File: src/hw/vlh_pkg.sv
// Purpose: Shared constants and types for the link host interface.
// Assumes: One 40 MHz core clock and a synchronous active-high reset.
// Notes: Register offsets are word indices on a two-bit address port.
package vlh_pkg;
    // Core clock period in nanoseconds.
    localparam int CLK_PERIOD_NS = 25;
    // Time the link clocks need to settle after a stop-mode wakeup.
    localparam int STAB_TIME_NS = 1000;
    // Settling time as whole cycles, rounded up.
    localparam int STAB_CYCLES = (STAB_TIME_NS + CLK_PERIOD_NS - 1) / CLK_PERIOD_NS;
    // Register offsets.
    localparam logic [1:0] OFS_VECTOR = 2'h0;
    localparam logic [1:0] OFS_DATA = 2'h1;
    localparam logic [1:0] OFS_CTRL = 2'h2;
    localparam logic [1:0] OFS_STATUS = 2'h3;
    // Control register field positions.
    localparam int CTL_EOD_BIT = 0;
    localparam int CTL_WTS_BIT = 1;
    localparam int CTL_IRQEN_BIT = 2;
    // Values after reset.
    localparam logic [7:0] RST_BYTE = 8'h00;
    localparam logic [3:0] RST_CODE = 4'h0;
    // Interrupt source codes, lowest priority first.
    localparam logic [3:0] SRC_NONE = 4'h0;
    localparam logic [3:0] SRC_EOF = 4'h1;
    localparam logic [3:0] SRC_RX_IFR = 4'h2;
    localparam logic [3:0] SRC_RX_FULL = 4'h3;
    localparam logic [3:0] SRC_TX_EMPTY = 4'h4;
    localparam logic [3:0] SRC_ARB_LOSS = 4'h5;
    localparam logic [3:0] SRC_CRC_ERR = 4'h6;
    localparam logic [3:0] SRC_INVALID = 4'h7;
    localparam logic [3:0] SRC_WAKEUP = 4'h8;
    // Number of interrupt sources.
    localparam int NUM_SRC = 8;
    // Power modes, Gray coded along run, wait, stop, resume.
    typedef enum logic [1:0] {
        PM_RUN = 2'b00,
        PM_WAIT = 2'b01,
        PM_STOP = 2'b11,
        PM_RESUME = 2'b10
    } vlh_pm_t;
endpackage

File: src/hw/vlh_prio_enc.sv
// Purpose: Priority encoder that turns pending flags into a source code.
// Assumes: Flag bit i stands for source code i+1; higher code wins.
// Notes: Purely combinational.
`timescale 1ns/1ps
`default_nettype none
module vlh_prio_enc #(
    parameter int N = 8
) (
    input wire logic [N-1:0] pending,
    output logic [3:0] code
);
    import vlh_pkg::*;

    // The code must fit in four bits.
    if (N < 1 || N > 15) begin : g_bad_n
        $error("vlh_prio_enc: N must lie between 1 and 15");
    end

    ////////////////////////////////////////////////////////////////////////
    // Scan upward so that the highest pending source is the last to win.
    always_comb
    begin
        code = SRC_NONE;
        for (int i = 0; i < N; i++)
        begin
            if (pending[i])
            begin
                code = 4'(i + 1);
            end
        end
    end
endmodule
`default_nettype wire

File: src/hw/vlh_link_host.sv
// Purpose: Host side of a VPW link controller: state vector, data buffers,
//          low-power modes.
// Assumes: The symbol engine reports events as one-cycle pulses.
// Notes: Registers sit on a two-bit word address with one-cycle read data.
//
// Contract
// - Report only highest-priority pending source code.
// - Vector value equals source code times four.
// - Vector read clears source, except data-service ones.
// - Receive flags clear on vector then data read.
// - Transmit-empty clears on vector then write, or end-of-data.
// - Vector shows remaining lower source immediately.
// - Data read returns last received byte.
// - Shadow moves to shifter; flag at first bit.
// - Completed byte copied to shadow, sets receive-full (or receive-IFR for a response byte).
// - Missing byte flags underrun and aborts transmitter.
// - Truncated frame reported as invalid symbol.
// - Wait mode entered; no bus driving there.
// - Wait mode receives, wakes, interrupts when enabled.
// - Stop mode via stop, or wait with select.
// - Bus activity in stop wakes, raises non-maskable request.
// - Waking byte valid only after wait with frame end.
// - Stop during reception wakes on edge, then settles.
// - End-of-data request sends end symbol after byte.
//
// Design decisions made here: the placing of the registers and the address-and-strobe port.
`timescale 1ns/1ps
`default_nettype none
module vlh_link_host #(
    parameter int STAB_CNT = vlh_pkg::STAB_CYCLES
) (
    input wire logic core_clk,
    input wire logic reset,
    input wire logic [1:0] reg_addr,
    input wire logic [7:0] reg_wdata,
    input wire logic reg_wr,
    input wire logic reg_rd,
    output logic [7:0] reg_rdata,
    input wire logic ev_eof,
    input wire logic ev_arb_loss,
    input wire logic ev_crc_err,
    input wire logic ev_invalid_sym,
    input wire logic ev_frame_trunc,
    input wire logic rx_byte_done,
    input wire logic rx_is_ifr,
    input wire logic [7:0] rx_byte,
    input wire logic rx_busy,
    input wire logic tx_active,
    input wire logic tx_load_req,
    input wire logic tx_first_bit,
    input wire logic eod_done,
    output logic tx_load,
    output logic [7:0] tx_byte,
    output logic tx_underrun,
    output logic tx_abort,
    output logic eod_pending,
    output logic tx_drive_en,
    input wire logic cpu_wait,
    input wire logic cpu_stop,
    input wire logic bus_active,
    output logic link_clk_stop,
    output logic rx_wake_valid,
    output logic cpu_irq,
    output logic cpu_nmi,
    output logic [1:0] power_mode
);
    import vlh_pkg::*;

    // The settling counter is 16 bits wide and must count at least once.
    if (STAB_CNT < 1 || STAB_CNT > 65535) begin : g_bad_stab
        $error("vlh_link_host: STAB_CNT out of range");
    end

    ////////////////////////////////////////////////////////////////////////
    // Bus decode.

    // Access strobes per register.
    wire logic vec_read = reg_rd && (reg_addr == OFS_VECTOR);
    wire logic data_read = reg_rd && (reg_addr == OFS_DATA);
    wire logic data_write = reg_wr && (reg_addr == OFS_DATA);
    wire logic ctrl_write = reg_wr && (reg_addr == OFS_CTRL);

    // Pending source flags; bit i is source code i+1.
    logic [NUM_SRC-1:0] flags;
    // Highest pending source.
    logic [3:0] code;
    // Code captured at the last vector read that needs data service.
    logic [3:0] arm_code;
    // Receive and transmit shadow registers; only the transmit one has a valid mark.
    logic [7:0] rx_shadow;
    logic [7:0] tx_shadow;
    logic tx_shadow_valid;
    // Control bits.
    logic wait_to_stop_select;
    logic irq_enable_bit;
    // Power mode and helpers.
    vlh_pm_t pm;
    vlh_pm_t next_pm;
    logic bus_prev;
    logic eof_seen;
    logic [15:0] stab_count;

    ////////////////////////////////////////////////////////////////////////
    // Source encoding.

    vlh_prio_enc #(
        .N(NUM_SRC)
    ) u_enc (
        .pending(flags),
        .code(code)
    );

    // Passive-to-active bus transition.
    wire logic bus_rise = bus_active && !bus_prev;
    // Wakeup from stop mode on bus activity.
    wire logic wake_set = (pm == PM_STOP) && bus_rise;
    // The software end-of-data request.
    wire logic eod_set = ctrl_write && reg_wdata[CTL_EOD_BIT];
    // A vector read armed for data service.
    wire logic arm_rx = (arm_code == SRC_RX_FULL) || (arm_code == SRC_RX_IFR);
    wire logic arm_tx = (arm_code == SRC_TX_EMPTY);
    // Sources that stay until the data register is serviced.
    wire logic code_service = (code == SRC_RX_FULL) || (code == SRC_RX_IFR) ||
                              (code == SRC_TX_EMPTY);
    // Underrun: shifter wants a byte, none is there, and no end is asked.
    wire logic underrun_now = tx_load_req && !tx_shadow_valid && tx_active &&
                              !eod_pending;

    // Events that set each flag.
    wire logic [NUM_SRC-1:0] set_vec = {
        wake_set,
        ev_invalid_sym || ev_frame_trunc,
        ev_crc_err,
        ev_arb_loss,
        tx_first_bit,
        rx_byte_done && !rx_is_ifr,
        rx_byte_done && rx_is_ifr,
        ev_eof
    };

    ////////////////////////////////////////////////////////////////////////
    // Flag registers; a set in the clearing cycle wins.

    for (genvar i = 0; i < NUM_SRC; i++) begin : g_flag
        // This flag's source code.
        localparam logic [3:0] MY_CODE = 4'(i + 1);
        // Plain sources clear on a vector read that reports them.
        wire logic clr_read = vec_read && (code == MY_CODE) && !code_service;
        // Receive sources need the armed vector read and a data read.
        wire logic clr_rx = data_read && arm_rx && (arm_code == MY_CODE);
        // Transmit-empty clears on an armed write or an end request.
        wire logic clr_tx = (MY_CODE == SRC_TX_EMPTY) &&
                            ((data_write && arm_tx) || eod_set);
        wire logic next_flag = set_vec[i] || (flags[i] && !(clr_read || clr_rx || clr_tx));

        // One flip-flop per source.
        always_ff @(posedge core_clk)
        begin
            if (reset)
            begin
                flags[i] <= 1'b0;
            end
            else
            begin
                flags[i] <= next_flag;
            end
        end
    end

    ////////////////////////////////////////////////////////////////////////
    // Service arming: remembers which buffer the host is about to touch.

    wire logic [3:0] next_arm = vec_read ? (code_service ? code : SRC_NONE) :
                                (data_read || data_write) ? SRC_NONE : arm_code;

    // Arming register.
    always_ff @(posedge core_clk)
    begin
        if (reset)
        begin
            arm_code <= RST_CODE;
        end
        else
        begin
            arm_code <= next_arm;
        end
    end

    ////////////////////////////////////////////////////////////////////////
    // Read data, valid in the cycle after the read strobe.

    wire logic [7:0] vec_value = {2'h0, code, 2'h0};
    wire logic [7:0] ctrl_value = {5'h00, irq_enable_bit, wait_to_stop_select, eod_pending};
    wire logic [7:0] status_value = {3'h0, pm, rx_wake_valid, tx_shadow_valid, tx_abort};
    wire logic [7:0] read_mux = (reg_addr == OFS_VECTOR) ? vec_value :
                                (reg_addr == OFS_DATA) ? rx_shadow :
                                (reg_addr == OFS_CTRL) ? ctrl_value : status_value;

    // Read data register; it drops to zero when no read was made.
    always_ff @(posedge core_clk)
    begin
        if (reset)
        begin
            reg_rdata <= RST_BYTE;
        end
        else
        begin
            reg_rdata <= reg_rd ? read_mux : RST_BYTE;
        end
    end

    ////////////////////////////////////////////////////////////////////////
    // Control register; the end request clears when the engine is done.

    always_ff @(posedge core_clk)
    begin
        if (reset)
        begin
            wait_to_stop_select <= 1'b0;
            irq_enable_bit <= 1'b0;
            eod_pending <= 1'b0;
        end
        else
        begin
            if (ctrl_write)
            begin
                wait_to_stop_select <= reg_wdata[CTL_WTS_BIT];
                irq_enable_bit <= reg_wdata[CTL_IRQEN_BIT];
            end
            // The engine sends the end symbol after the held byte.
            eod_pending <= eod_set || (eod_pending && !eod_done);
        end
    end

    ////////////////////////////////////////////////////////////////////////
    // Receive shadow: each completed byte overwrites the last one.

    always_ff @(posedge core_clk)
    begin
        if (reset)
        begin
            rx_shadow <= RST_BYTE;
        end
        else if (rx_byte_done)
        begin
            rx_shadow <= rx_byte;
        end
    end

    ////////////////////////////////////////////////////////////////////////
    // Transmit shadow and hand-over to the shifter.

    // Shadow fills on a host write and empties when the shifter takes it.
    wire logic take_shadow = tx_load_req && tx_shadow_valid;
    wire logic next_tx_valid = data_write || (tx_shadow_valid && !take_shadow);

    // A write that races the take refills the shadow, so no byte is lost.
    always_ff @(posedge core_clk)
    begin
        if (reset)
        begin
            tx_shadow <= RST_BYTE;
            tx_shadow_valid <= 1'b0;
            tx_byte <= RST_BYTE;
            tx_load <= 1'b0;
        end
        else
        begin
            if (data_write)
            begin
                tx_shadow <= reg_wdata;
            end
            if (take_shadow)
            begin
                tx_byte <= tx_shadow;
            end
            tx_shadow_valid <= next_tx_valid;
            tx_load <= take_shadow;
        end
    end

    // The abort holds until the engine ends the transmission.
    always_ff @(posedge core_clk)
    begin
        if (reset)
        begin
            tx_underrun <= 1'b0;
            tx_abort <= 1'b0;
        end
        else
        begin
            tx_underrun <= underrun_now;
            tx_abort <= underrun_now || (tx_abort && tx_active);
        end
    end

    ////////////////////////////////////////////////////////////////////////
    // Power modes.

    always_comb
    begin
        next_pm = pm;
        case (pm)
            PM_RUN:
            begin
                if (cpu_stop || (cpu_wait && wait_to_stop_select))
                begin
                    next_pm = PM_STOP;
                end
                else if (cpu_wait)
                begin
                    next_pm = PM_WAIT;
                end
            end
            PM_WAIT:
            begin
                // A good frame end wakes the block; the flag asks for service.
                if (ev_eof)
                begin
                    next_pm = PM_RUN;
                end
            end
            PM_STOP:
            begin
                if (bus_rise)
                begin
                    next_pm = PM_RESUME;
                end
            end
            PM_RESUME:
            begin
                if (stab_count == 16'(STAB_CNT - 1))
                begin
                    next_pm = PM_RUN;
                end
            end
            default:
            begin
                next_pm = PM_RUN;
            end
        endcase
    end

    // Mode register, bus edge history, settling count and frame-end memory.
    always_ff @(posedge core_clk)
    begin
        if (reset)
        begin
            pm <= PM_RUN;
            bus_prev <= 1'b0;
            stab_count <= 16'h0000;
            eof_seen <= 1'b0;
        end
        else
        begin
            pm <= next_pm;
            bus_prev <= bus_active;
            stab_count <= (pm == PM_RESUME) ? stab_count + 16'h0001 : 16'h0000;
            eof_seen <= ev_eof || (eof_seen && !rx_byte_done);
        end
    end

    // The waking byte is trusted only after wait-to-stop at a frame end.
    wire logic stop_entry = (pm == PM_RUN) && (next_pm == PM_STOP);
    wire logic good_entry = cpu_wait && !cpu_stop && eof_seen && !rx_busy;

    // Valid mark held from one stop entry to the next; the non-maskable request pulses for one cycle.
    always_ff @(posedge core_clk)
    begin
        if (reset)
        begin
            rx_wake_valid <= 1'b0;
            cpu_nmi <= 1'b0;
        end
        else
        begin
            if (stop_entry)
            begin
                rx_wake_valid <= good_entry;
            end
            cpu_nmi <= wake_set;
        end
    end

    // Outputs; driving stops in wait and stop, since the clocks may halt.
    assign tx_drive_en = (pm == PM_RUN);
    assign link_clk_stop = (pm == PM_STOP);
    assign cpu_irq = irq_enable_bit && (code != SRC_NONE);
    assign power_mode = pm;
endmodule
`default_nettype wire

File: config.mk
export PLATFORM = sky130hd
export DESIGN_NAME = vlh_link_host
export DESIGN_NICKNAME = d
export VERILOG_FILES = /design/src/hw/vlh_pkg.sv /design/src/hw/vlh_prio_enc.sv /design/src/hw/vlh_link_host.sv
export SDC_FILE = /design/constraint.sdc
export NUM_CORES = 1
export LEC_CHECK = 0
export ABC_AREA = 1
export BUFFER_PORTS_ARGS = -buffer_cell sky130_fd_sc_hd__buf_2
export CAP_MARGIN = 25
export CORE_AREA = 2 2 86 88
export CTS_CLUSTER_DIAMETER = 120
export DETAILED_ROUTE_END_ITERATION = 7
export DIE_AREA = 0 0 88 90
export PLACE_DENSITY = 0.66
export SYNTH_ARGS = -nofsm -noshare
export SYNTH_HDL_FRONTEND = slang
export SYNTH_SLANG_ARGS = --single-unit
File: constraint.sdc
create_clock -name core_clk -period 2.93 [get_ports core_clk]
set_clock_uncertainty 0.05 [all_clocks]
set_input_delay 0.586 -clock core_clk [delete_from_list [all_inputs] [get_ports core_clk]]
set_output_delay 0.586 -clock core_clk [all_outputs]
set_load 0.01 [all_outputs]
# Word level (Yosys, flattened, before mapping)
# Cells that the tools add are included.
dict set report totals {
  ff_bits 73
  output_inout_bits 27
  elab_cells 183
}
dict set report op_classes {
  n_addsub 1
  eq_ne 23
  muxes 20
  bitwise 2
  n_reduce_logical 110
}
# op n
set op_table {}
lappend op_table {{logical AND 1 bit} 57}
lappend op_table {{equality test 4 x 3 -> 1 bit, second input constant} 8}
lappend op_table {{logical OR 1 bit} 28}
lappend op_table {{zero test 1 bit} 18}
lappend op_table {{adder 16 x 1 -> 16 bit, second input constant} 1}
lappend op_table {{equality test 16 x 6 -> 1 bit, second input constant} 1}
lappend op_table {{equality test 4 x 2 -> 1 bit, second input constant} 4}
lappend op_table {{2-to-1 mux 4 bit} 4}
lappend op_table {{2-to-1 mux 2 bit} 7}
lappend op_table {{2-to-1 mux 3 bit} 4}
lappend op_table {{equality test 2 bit, second input constant} 4}
lappend op_table {{equality test 4 x 1 -> 1 bit, second input constant} 2}
lappend op_table {{equality test 4 bit, second input constant} 2}
lappend op_table {{2-to-1 mux 8 bit} 1}
lappend op_table {{one-hot mux 2 bit (4 select lines)} 1}
lappend op_table {{2-to-1 mux 6 bit} 1}
lappend op_table {{2-to-1 mux 5 bit} 1}
lappend op_table {{equality test 2 x 1 -> 1 bit, second input constant} 2}
lappend op_table {{zero test 2 bit} 2}
lappend op_table {{nonzero test 4 bit} 1}
lappend op_table {{OR reduction 2 bit} 2}
lappend op_table {{OR reduction 3 bit} 1}
lappend op_table {{inverter 1 bit} 2}
lappend op_table {{nonzero test 2 bit} 1}
lappend op_table {{2-to-1 mux 1 bit} 1}

# Longest topological paths before layout
# Gate-level depths: netlist (run 1).
dict set report depth {
  word_depth 18
  ltp_mapped 12
}

# By module
# Synthesis (run 1) repeated with hierarchy kept, for this count alone.
dict set report hier_totals {
  cells_unflattened 435
  hier_area_um2 3086.7
}
# module instances cells_each area_per_inst_um2
set by_module_without_submodules {}
lappend by_module_without_submodules {vlh_link_host 1 418 3007.9}
lappend by_module_without_submodules {vlh_prio_enc 1 17 78.8}

# Worst setup path after synthesis (run 1)
# No wires, ideal clock.
dict set report synth_path {
  path_kind {flip-flop to output port}
  from {register flags[1]}
  to {output cpu_irq}
  arrival_ns 0.954
  required_time_ns 2.294
  slack_ns 1.340
  stages_incl_launch_ff 12
  path_buffers 0
  cell_sequence {dfxtp_1 > inv_1 > nand2_1 > nand2_1 > nand2_1 > nand2_1 > nand2_1 > nand2_1 > nand2_1 > nand3_1 > nand2_1 > inv_1}
}
dict set report synth_between {
  elab_chain_len 9
}
# element line
set synth_rtl {}
lappend synth_rtl {{from (decl)} vlh_link_host.sv:84} ;# logic [NUM_SRC-1:0] flags;
lappend synth_rtl {{from (signal, indexed assignment)} vlh_link_host.sv:165} ;# flags[i] <= next_flag;
lappend synth_rtl {{2-to-1 mux 2 bit (2 in a row)} vlh_prio_enc.sv:26} ;# if (pending[i])
lappend synth_rtl {{2-to-1 mux 3 bit (4 in a row)} vlh_prio_enc.sv:26}
lappend synth_rtl {{2-to-1 mux 4 bit} vlh_prio_enc.sv:26}
lappend synth_rtl {{nonzero test 4 bit} vlh_link_host.sv:388} ;# assign cpu_irq = irq_enable_bit && (code != SRC_NONE);
lappend synth_rtl {{logical AND 1 bit} vlh_link_host.sv:388}
lappend synth_rtl {{to (decl)} vlh_link_host.sv:63} ;# output logic cpu_irq,
# No other way between the ends.

# Worst setup path in the final report (run 1)
# Ends and elaborated chain as after synthesis.

==> summary.md, run 1 <==
| Metric | Value |
|---|---|
| Most common cell after layout, fill and taps aside | sky130_fd_sc_hd__dfxtp_1 |
| Final cell area excluding filler cells | 0.003640 mm^2 |
| Number of nets in the layout | 512 |
| Total CTS buffers | 9 |
| Post-Syn Area per Cell | 7.427 um^2 |
| Proportion of synthesized chip area in sequential cells | 48.22% |
| Launch point of the worst reg-to-reg path | stab_count[0]$_SDFF_PP0_ |
| Kind of path behind the tightest hold check | reg2reg |
| Post-CTS sizing | 0 |
| Final hold violations | 0 |
| Peak supply drop | 0.2698 mV |
| Global routing usage summed across all routing layers | 18.05% |
| Switch share | 26.65% |
| Cell count after placement | 562 |
| Unrepaired setup endpoints after global routing | false |
| Run status | finished, final reports clean |
| Area of the die | 0.007920 mm^2 |
| Clock-pin slew reported for the worst setup and hold paths after clock tree synthesis | 80 ps |
| Worst relative slew slack | 54.21% |
| Ports | 64 |
| Fmax | 0.4442 GHz |
| Netlist cell types | 32 |
| Category of the worst setup path capture point | output port |
| Post-CTS setup buffer count | 0 |
| Post-layout instance count excluding filler cells | 578 |
| Chip Height | 90 um |
| Clock tree from TritonCTS | yes |
| Routed wire length | 6828 um |
| Total Power Consumption | 2.092 mW |
| Core Util, Final | 51.84% |
| Transition time of the tightest slew-check pin | 686.1 ps |
| Initial antenna violation count | 0 |
| Int Pwr | 1.535 mW |
| Period minus WS final | 2251 ps |
| CP top delay family | simple AND/OR/NAND/NOR gates |
| Total count of max-transition violations in the final report | 0 |
| Post-placement cell area | 0.003431 mm^2 |
| Leakage component of the power | 1.572 nW |
| Synthesized cell area | 0.003030 mm^2 |
| Cells along the critical path | inv_1 -> nand2_1 -> nand2_1 -> nand2_1 -> nand2_1 -> nand2_1 -> nand2_1 -> nand2_1 -> nand3_1 -> nand2_1 -> inv_1 -> buf_2 |
| Cell seen most often among critical-path stages | sky130_fd_sc_hd__nand2_1 |
| Startpoint of the most critical hold path | rx_shadow[7]$_SDFFE_PP0P_ |
| Fin Hold WS | 392.9 ps |
| Initial cell density of the core | 43.17% |
| Vias per inst | 4.824 |
| Period Utilization, post-route | 76.84% |
| Post-detailed-route wirelength per cell | 11.81 um |
| Core area | 0.007020 mm^2 |
| Required time of the critical path | 2290 ps |
| #FFs+latches synth | 73 |
| Slowest stage delay, CP | 380 ps |
| CP arrival | 1620 ps |
| Slowest stage cell on the critical path | sky130_fd_sc_hd__dfxtp_1 |
| Diodes inserted | 0 |
| Ratio of cells with drive above 1 in the final layout | 21.92% |
| Startpoint types | flip-flop |
| Layout area overhead | 20.11% |
| Synth Net Count | 446 |
| Summed negative setup slack over all endpoints | 0 ps |
| YS warnings | 0 |
| Root Buffer Master | sky130_fd_sc_hd__clkbuf_8 |
| Wire length of the first global-routing pass | 11300 um |
| Gp weighted congestion | 0.9090 |
| Worst Path Class, Setup | reg2out |
| Die extent in x | 88 um |
| Proportion of power drawn by flip-flops and latches | 50.5% |
| Share of total power in the clock network | 39.5% |
| Worst setup startpoint | flags[1]$_SDFF_PP0_ |
| Biggest fanout along the worst timing path | 5 |
| Std-Cell Rows | 31 |
| Pwr dens | 574.8 mW/mm^2 |
| Buffers from clock root to sink, at most | 2 |
| Detailed router's first-iteration violation count | 144 |
| DRC viols | 0 |
| Detailed-router iteration count before antenna repair | 4 |
| Most frequent cells in the layout | sky130_fd_sc_hd__dfxtp_1 (73), sky130_fd_sc_hd__buf_2 (63), sky130_fd_sc_hd__inv_1 (62) |
| Largest net degree at the start of global routing | 29 |
| Clock insertion delay at the later pin of the skew report | 350 ps |
| Number of buffers added to fix hold violations after cts | 0 |
| CP Buf/Inv Count | 3 |
| Switching power summed over all nets | 557.7 uW |
| Final setup violating endpoints | 0 |
| Post-Place Worst Slack | 956.5 ps |
| Via count of the first global-routing pass | 2530 |
| Share of total power in combinational logic | 9.9% |
| Clock sink count | 73 |
| Number of violations of the max-capacitance limit | 0 |
| Post-detailed-placement half-perimeter wirelength | 5000 um |
| Vias | 2788 |
| IO buf count | 63 |
| H-tree depth | 3 |
| ANT nets after route | 0 |
| Congestion Overflow GR | 0 |
| Cell count after synthesis | 408 |
| Setup WS post-layout | 678.6 ps |
-- logic make-up (layout without fill, tap and decap cells) --
kind of cell,Yosys count,after routing,share of synthesized area (%)
adder cells (fa/ha/maj),1,1,0.4128
AND/OR/NAND/NOR,153,153,23.58
AO/OA/AOI/OAI,105,105,18.08
flip-flops,73,73,48.22
buffers and inverters,76,147,9.702
-- registers in the layout (all words and copies together), names as in the netlist, 2 cells and up --
name	flops
flags	8
tx_byte	8
arm_code	4
power_mode	2
stab_count	16
tx_shadow	8
rx_shadow	8
reg_rdata	8
-- power by group through the flow --
stage	sequential (mW)	clock [mW]	combinational [mW]
after floorplan	1.08	0	0.127
after global placement	1.08	0	0.205
after detailed placement	1.08	0	0.208
after CTS	1.06	0.843	0.209
after global routing	1.06	0.876	0.239
final	1.06	0.827	0.208
-- final cells by class --
| cell class | instances | area [um^2] |
|---|---|---|
| tap | 99 | 123.9 |
| clock buffer | 10 | 137.6 |
| sequential | 73 | 1461 |
| clock inverter | 6 | 71.32 |
| inverter | 68 | 255.2 |
| multi-input combinational | 259 | 1275 |
| timing repair buffer | 63 | 315.3 |
| fill | 715 | 3381 |
-- path summary, 6_finish.rpt --
kind                                     to  slack (ps)  cells after the start
hold reg to reg     reg_rdata[7]$_SDFF_PP0_         390                      2
hold / removal      reg_rdata[7]$_SDFF_PP0_         390                      2
setup / recovery                    cpu_irq         680                     12
setup reg to reg  stab_count[14]$_SDFF_PP0_        1300                     10
-- tightest hold or removal path: cells and delay by family (launching register included) --
family	cells	cell delay, ps
flip-flops	1	310
buffers and inverters	1	60
AND/OR/NAND/NOR	1	40
-- metal layers --
| metal | wire (um) | global-route usage, % | share of wire, % | vias to the layer above |
|---|---|---|---|---|
| met5 | 0 | 0 | 0 | - |
| met4 | 177 | 7.692 | 2.6 | 0 |
| met3 | 355 | 4.867 | 5.2 | 16 |
| met2 | 2985 | 26.01 | 44 | 72 |
| met1 | 3309 | 25.19 | 48 | 1246 |
| li1 | - | - | - | 1454 |
-- synthesized netlist by cell type --
library cell | n | area [um^2]
sky130_fd_sc_hd__buf_1 | 1 | 3.750
sky130_fd_sc_hd__inv_1 | 62 | 232.7
sky130_fd_sc_hd__nand4_1 | 11 | 68.82
sky130_fd_sc_hd__or2_2 | 2 | 12.51
sky130_fd_sc_hd__dfxtp_1 | 73 | 1461
sky130_fd_sc_hd__nand3_2 | 1 | 10.01
sky130_fd_sc_hd__or3_1 | 1 | 6.260
sky130_fd_sc_hd__a221oi_1 | 1 | 8.760
sky130_fd_sc_hd__nor3b_1 | 1 | 7.510
sky130_fd_sc_hd__nand3b_1 | 1 | 7.510
sky130_fd_sc_hd__inv_2 | 6 | 22.52
sky130_fd_sc_hd__nor3_4 | 1 | 16.27
sky130_fd_sc_hd__o21ai_0 | 46 | 230.2
sky130_fd_sc_hd__a31oi_1 | 2 | 12.51
sky130_fd_sc_hd__o21a_1 | 2 | 15.01
sky130_fd_sc_hd__nor2_1 | 48 | 180.2
sky130_fd_sc_hd__buf_2 | 1 | 5.000
sky130_fd_sc_hd__nor2_4 | 3 | 33.78
sky130_fd_sc_hd__nand2_2 | 5 | 31.28
sky130_fd_sc_hd__o21bai_1 | 2 | 15.01
sky130_fd_sc_hd__o21ai_1 | 1 | 5.000
sky130_fd_sc_hd__buf_6 | 1 | 11.26
sky130_fd_sc_hd__nand3_1 | 11 | 55.05
sky130_fd_sc_hd__o21ai_2 | 1 | 8.760
sky130_fd_sc_hd__nand2_1 | 52 | 195.2
sky130_fd_sc_hd__nor2_2 | 7 | 43.79
sky130_fd_sc_hd__a21oi_1 | 49 | 245.2
sky130_fd_sc_hd__nor4_1 | 1 | 6.260
sky130_fd_sc_hd__clkbuf_1 | 5 | 18.77
sky130_fd_sc_hd__nor3_1 | 8 | 40.04
sky130_fd_sc_hd__ha_1 | 1 | 12.51
sky130_fd_sc_hd__o211ai_1 | 1 | 7.510
(Power assumes the default switching activity.)
==> run 2: changes to the inputs <==
--- a/config.mk
+++ b/config.mk
@@ -12,7 +12,7 @@
 export CTS_CLUSTER_DIAMETER = 120
 export DETAILED_ROUTE_END_ITERATION = 7
 export DIE_AREA = 0 0 88 90
-export PLACE_DENSITY = 0.66
+export PLACE_DENSITY = 0.68
 export SYNTH_ARGS = -nofsm -noshare
 export SYNTH_HDL_FRONTEND = slang
 export SYNTH_SLANG_ARGS = --single-unit
==> constraint.sdc (replaced) <==
create_clock -name core_clk -period 1.95 [get_ports core_clk]
set_clock_uncertainty 0.05 [all_clocks]
set_input_delay 0.39 -clock core_clk [delete_from_list [all_inputs] [get_ports core_clk]]
set_output_delay 0.39 -clock core_clk [all_outputs]
set_load 0.01 [all_outputs]
==> run 2 against run 1 <==
Net effect: sequential share of layout area is 0.66 points lower; non-clock buffer count up 5; largest cell class unchanged; clock-buffer cell count shrank 1; sequential power up 50%.
==> summary.md, run 2 (same netlist as run 1, synthesis figures left out) <==
| Metric | Value |
|---|---|
| Run status | finished, final reports clean |
| CP arrival | 1500 ps |
| Initial cell density of the core | 43.17% |
| Global routing usage summed across all routing layers | 18.63% |
| Switch share | 27.76% |
| Buffers from clock root to sink, at most | 2 |
| Clock-pin slew reported for the worst setup and hold paths after clock tree synthesis | 90 ps |
| Largest net degree at the start of global routing | 25 |
| Detailed router's first-iteration violation count | 127 |
| Number of buffers added to fix hold violations after cts | 0 |
| Proportion of power drawn by flip-flops and latches | 50.0% |
| Final hold violations | 0 |
| Total Power Consumption | 3.177 mW |
| Largest register FFs | 16 |
| Area of the die | 0.007920 mm^2 |
| Period Utilization, post-route | 99.56% |
| Chip Height | 90 um |
| Initial antenna violation count | 0 |
| Leakage component of the power | 1.605 nW |
| Most frequent cells in the layout | sky130_fd_sc_hd__dfxtp_1 (72), sky130_fd_sc_hd__buf_2 (63), sky130_fd_sc_hd__inv_1 (61) |
| Detailed-router iteration count before antenna repair | 4 |
| DRC viols | 0 |
| H-tree depth | 3 |
| Post-detailed-placement half-perimeter wirelength | 5112 um |
| ANT nets after route | 0 |
| Int Pwr | 2.295 mW |
| Clock insertion delay at the later pin of the skew report | 350 ps |
| Die extent in x | 88 um |
| Total count of max-transition violations in the final report | 0 |
| Congestion Overflow GR | 0 |
| Vias | 2829 |
| Required time of the critical path | 1510 ps |
| Fin Hold WS | 207.5 ps |
| Total CTS buffers | 9 |
| Share of total power in the clock network | 39.3% |
| Most common cell after layout, fill and taps aside | sky130_fd_sc_hd__dfxtp_1 |
| Transition time of the tightest slew-check pin | 391.5 ps |
| Post-layout instance count excluding filler cells | 583 |
| Ratio of cells with drive above 1 in the final layout | 24.38% |
| Final setup violating endpoints | 0 |
| Post-Place Worst Slack | 196.6 ps |
| Number of nets in the layout | 517 |
| Period minus WS final | 1941 ps |
| Share of total power in combinational logic | 10.7% |
| Kind of path behind the tightest hold check | in2reg |
| Worst Path Class, Setup | reg2out |
| Fmax | 0.5151 GHz |
| Ports | 64 |
| Number of violations of the max-capacitance limit | 0 |
| Vias per inst | 4.852 |
| Unrepaired setup endpoints after global routing | true |
| Switching power summed over all nets | 881.9 uW |
| Pwr dens | 856.4 mW/mm^2 |
| Worst relative slew slack | 73.87% |
| Biggest fanout along the worst timing path | 5 |
| Clock tree from TritonCTS | yes |
| Peak supply drop | 0.3917 mV |
| Gp weighted congestion | 0.8978 |
| Layout area overhead | 22.42% |
| IO buf count | 63 |
| Category of the worst setup path capture point | output port |
| Wire length of the first global-routing pass | 11840 um |
| Largest Register | stab_count |
| Post-detailed-route wirelength per cell | 11.99 um |
| Setup WS post-layout | 8.648 ps |
| Std-Cell Rows | 31 |
| Cell count after placement | 565 |
| Root Buffer Master | sky130_fd_sc_hd__clkbuf_8 |
| Core area | 0.007020 mm^2 |
| Clock sink count | 73 |
| Diodes inserted | 0 |
| Via count of the first global-routing pass | 2619 |
| Core Util, Final | 52.84% |
| Startpoint types | flip-flop |
| Routed wire length | 6989 um |
==> run 2: changes by cell type in the layout (fill, tap and decap cells not counted), sizes merged <==
cell      before  now
buf           63   68
inv           71   73
clkbuf        10    9
clkinvlp       2    1
==> run 2: critical path: stages (launching register included) <==
cell	delay, ps
sky130_fd_sc_hd__dfxtp_1	350
sky130_fd_sc_hd__nor2_2	150
sky130_fd_sc_hd__o21ai_0	120
sky130_fd_sc_hd__nand3_1	90
sky130_fd_sc_hd__nand2_1	130
sky130_fd_sc_hd__nand3_2	100
sky130_fd_sc_hd__nand2_1	50
sky130_fd_sc_hd__inv_1	50
sky130_fd_sc_hd__buf_2	120
==> run 2: routing by layer <==
| metal | GRT usage [%] | part of all wire [%] |
|---|---|---|
| met5 | 0 | 0 |
| met3 | 4.040 | 5.2 |
| met1 | 25.99 | 48 |
| met4 | 8.077 | 2.0 |
| met2 | 27.46 | 45 |
==> run 2: worst paths after layout <==
| path | slack (ps) | depth (start not counted) | from | end |
|---|---|---|---|---|
| setup / recovery | 9 | 8 | flags[3]$_SDFF_PP0_ | cpu_irq |
| hold / removal | 210 | 3 | ev_crc_err | flags[5]$_SDFF_PP0_ |
| hold reg to reg | 390 | 2 | rx_shadow[6]$_SDFFE_PP0P_ | reg_rdata[6]$_SDFF_PP0_ |
| setup reg to reg | 300 | 9 | stab_count[0]$_SDFF_PP0_ | stab_count[14]$_SDFF_PP0_ |
==> run 2: final cells by class <==
type | count | area, um^2
Clock buffer | 9 | 123.9
Clock inverter | 7 | 81.33
Fill cell | 689 | 3311
Inverter | 68 | 255.2
Multi-Input combinational cell | 259 | 1295
Sequential cell | 73 | 1465
Tap cell | 99 | 123.9
Timing Repair Buffer | 68 | 365.4
==> run 2: timing repair <==
action,CTS,global route
pin swaps,1,2
gates resized for setup,3,6
buffers inserted,1,1
endpoints found under the setup margin,1,1
==> run 2: through the flow <==
step / instance area [um^2] / setup TNS [ps]
2_1_floorplan: 3030 / 0
3_3_place_gp: 3466 / 0
3_5_place_dp: 3466 / 0
4_1_cts: 3685 / 0
5_1_grt: 3710 / -101.4
6_report: 3710 / 0
==> run 2: power by group through the flow <==
stage	logic, mW	registers, mW	clock network [mW]
global placement	0.315	1.62	0
floorplan	0.190	1.62	0
detailed placement	0.322	1.62	0
finish	0.339	1.59	1.25
CTS	0.331	1.59	1.27
global route	0.386	1.60	1.35
==> run 3: changes to the inputs <==
--- a/config.mk
+++ b/config.mk
@@ -9,10 +9,10 @@
 export BUFFER_PORTS_ARGS = -buffer_cell sky130_fd_sc_hd__buf_2
 export CAP_MARGIN = 25
 export CORE_AREA = 2 2 86 88
-export CTS_CLUSTER_DIAMETER = 120
+export CTS_BUF_LIST = sky130_fd_sc_hd__clkbuf_4
 export DETAILED_ROUTE_END_ITERATION = 7
 export DIE_AREA = 0 0 88 90
-export PLACE_DENSITY = 0.68
+export PLACE_DENSITY = 0.66
 export SYNTH_ARGS = -nofsm -noshare
 export SYNTH_HDL_FRONTEND = slang
 export SYNTH_SLANG_ARGS = --single-unit
==> constraint.sdc (replaced) <==
create_clock -name core_clk -period 1.9 [get_ports core_clk]
set_clock_uncertainty 0.05 [all_clocks]
set_input_delay 0.38 -clock core_clk [delete_from_list [all_inputs] [get_ports core_clk]]
set_output_delay 0.38 -clock core_clk [all_outputs]
set_load 0.01 [all_outputs]
==> run 3 against run 2 <==
Net effect: the run now ends with setup timing left; cell count grew 0.34%; sequential share of layout area grew 0.97 points; hold slack worse by 83 ps; die area did not move; combinational power increased by 4%; flip-flop and latch count unchanged; clock-buffer cell count is the same; sequential power rose by 3%; critical path depth shrank 1; final area decreased by 2.0%; largest power group unchanged; highest routed layer unchanged.
==> summary.md, run 3 (same netlist as run 1, synthesis figures left out) <==
| Metric | Value |
|---|---|
| Run status | complete, but fails checks |
| Violations in the final reports | setup timing |
| Routed wire length | 6981 um |
| End of the worst register-to-register path | stab_count[14]$_SDFF_PP0_ |
| DRC viols | 0 |
| Std-Cell Rows | 31 |
| Number of buffers added to fix hold violations after cts | 0 |
| Congestion Overflow GR | 0 |
| Detailed-router iteration count before antenna repair | 4 |
| Area of the die | 0.007920 mm^2 |
| Fin Hold WS | 124.2 ps |
| Initial antenna violation count | 0 |
| Startpoint types | flip-flop |
| Total CTS buffers | 9 |
| Final setup violating endpoints | 1 |
| Pwr dens | 762.9 mW/mm^2 |
| Most frequent cells in the layout | sky130_fd_sc_hd__dfxtp_1 (69), sky130_fd_sc_hd__buf_2 (63), sky130_fd_sc_hd__inv_1 (61) |
| Via count of the first global-routing pass | 2608 |
| Kind of path behind the tightest hold check | in2reg |
| Critical Path End | cpu_irq |
| Initial cell density of the core | 43.17% |
| Worst setup startpoint | flags[3]$_SDFF_PP0_ |
| Crit. path cell count | 7 |
| Vias | 2826 |
| Vias per inst | 4.831 |
| Die extent in x | 88 um |
| Biggest fanout along the worst timing path | 5 |
| Chip Height | 90 um |
| Most common cell after layout, fill and taps aside | sky130_fd_sc_hd__dfxtp_1 |
| IO buf count | 63 |
| CP arrival | 1480 ps |
| Slowest stage delay, CP | 370 ps |
| Cells along the critical path | nor2_4 -> nand3_2 -> nor2_2 -> nand3_2 -> nand2_1 -> inv_1 -> buf_2 |
| Root Buffer Master | sky130_fd_sc_hd__clkbuf_4 |
| Largest register FFs | 16 |
| Total count of max-transition violations in the final report | 0 |
| Detailed router's first-iteration violation count | 96 |
| Ports | 64 |
| Clock sink count | 73 |
| Post-placement cell area | 0.003461 mm^2 |
| Category of the worst setup path capture point | output port |
| Number of violations of the max-capacitance limit | 0 |
| Wire length of the first global-routing pass | 11670 um |
| Unrepaired setup endpoints after global routing | true |
| Worst R2R Path Depth | 10 |
| Post-detailed-placement half-perimeter wirelength | 5118 um |
| Fill cell total of the finished layout | 698 |
| Number of nets in the layout | 520 |
| Post-detailed-route wirelength per cell | 11.93 um |
| CP top delay family | simple AND/OR/NAND/NOR gates |
| Largest Register | stab_count |
| Clock tree from TritonCTS | yes |
| Required time of the critical path | 1470 ps |
| Post-Place Worst Slack | 270.4 ps |
| Worst Path Class, Setup | reg2out |
| ANT nets after route | 0 |
| Total Power Consumption | 2.774 mW |
| Core area | 0.007020 mm^2 |
| Slowest stage cell on the critical path | sky130_fd_sc_hd__dfxtp_4 |
| Fmax | 0.5244 GHz |
| Worst relative slew slack | 73.45% |
| Launch point of the worst reg-to-reg path | stab_count[0]$_SDFF_PP0_ |
| Summed negative setup slack over all endpoints | -7.101 ps |
| Buffers from clock root to sink, at most | 2 |
| Period Utilization, post-route | 100.4% |
| Final cell area excluding filler cells | 0.003636 mm^2 |
| Global routing usage summed across all routing layers | 18.77% |
| Layout area overhead | 19.98% |
| Gp weighted congestion | 0.9045 |
| Clock insertion delay at the later pin of the skew report | 420 ps |
| Period minus WS final | 1907 ps |
| Peak supply drop | 0.3625 mV |
| Internal reg-to-reg setup slack | 240 ps |
| Final hold violations | 0 |
| Setup WS post-layout | -7.101 ps |
| Largest net degree at the start of global routing | 28 |
| Diodes inserted | 0 |
| Cell seen most often among critical-path stages | sky130_fd_sc_hd__nand3_2 |
| Ratio of cells with drive above 1 in the final layout | 25.51% |
| Leakage component of the power | 1.568 nW |
| Transition time of the tightest slew-check pin | 397.8 ps |
| CP Buf/Inv Count | 2 |
| Clock-pin slew reported for the worst setup and hold paths after clock tree synthesis | 110 ps |
| H-tree depth | 3 |
==> run 3: cell types whose count changed in the layout (fill, tap and decap cells not counted), moves of 2 or more <==
| cell | before | now |
|---|---|---|
| sky130_fd_sc_hd__buf_4 | 4 | 8 |
| sky130_fd_sc_hd__clkbuf_4 | 0 | 9 |
| sky130_fd_sc_hd__clkbuf_8 | 9 | 0 |
| sky130_fd_sc_hd__clkinv_2 | 0 | 2 |
| sky130_fd_sc_hd__clkinvlp_4 | 1 | 3 |
| sky130_fd_sc_hd__dfxtp_1 | 72 | 69 |
| sky130_fd_sc_hd__dfxtp_2 | 0 | 2 |
| sky130_fd_sc_hd__inv_6 | 5 | 0 |
==> run 3: worst reg2reg max path, delay by kind of cell (launching register included) <==
kind            cells  cell delay [ps]
compound gates      1               50
simple gates        8              840
fa+ha+maj           1              200
flops               1              390
==> run 3: cell type report <==
cell class / count / area (um^2) / area share [%]
sequential: 73 / 1471 / 40.47
timing repair buffer: 71 / 375.4 / 10.32
multi-input combinational: 259 / 1306 / 35.93
inverter: 68 / 255.2 / 7.020
tap: 99 / 123.9 / 3.407
clock inverter: 6 / 36.28 / 0.9979
clock buffer: 9 / 67.56 / 1.858
==> run 3: worst min-delay path by stage <==
stage                              start                         to  depth (start not counted)
2_1_floorplan  rx_shadow[6]$_SDFFE_PP0P_    reg_rdata[6]$_SDFF_PP0_                          2
3_3_place_gp   rx_shadow[6]$_SDFFE_PP0P_    reg_rdata[6]$_SDFF_PP0_                          2
3_5_place_dp   rx_shadow[7]$_SDFFE_PP0P_    reg_rdata[7]$_SDFF_PP0_                          2
4_1_cts                       rx_byte[2]  rx_shadow[2]$_SDFFE_PP0P_                          3
5_1_grt                       bus_active        bus_prev$_SDFF_PP0_                          3
6_report                      ev_crc_err        flags[5]$_SDFF_PP0_                          3
==> run 3: routing by layer <==
| layer | vias up | part of all wire, % | GRT usage, % |
|---|---|---|---|
| li1 | 1467 | - | - |
| met1 | 1279 | 47 | 24.81 |
| met2 | 69 | 47 | 27.97 |
| met3 | 11 | 4.6 | 6.795 |
| met4 | 0 | 1.6 | 6.795 |
| met5 | - | 0 | 0 |
==> run 3: timing repair <==
item                       CTS  global route
setup buffers                2             2
pin swaps                    1             3
setup endpoints to repair    1             1
gates resized for setup     10             7
==> run 3: metrics by stage <==
stage                     cells  util (%)
final                       585     51.79
after global routing        585     51.79
after CTS                   583     51.36
after detailed placement    566     49.30
after global placement      566     49.30
after floorplan             408         -
==> run 3: power breakdown <==
part / internal, mW / total (mW) / switching (mW)
logic: 0.142 / 0.352 / 0.210
registers: 1.59 / 1.63 / 0.0409
clock network: 0.252 / 0.789 / 0.537
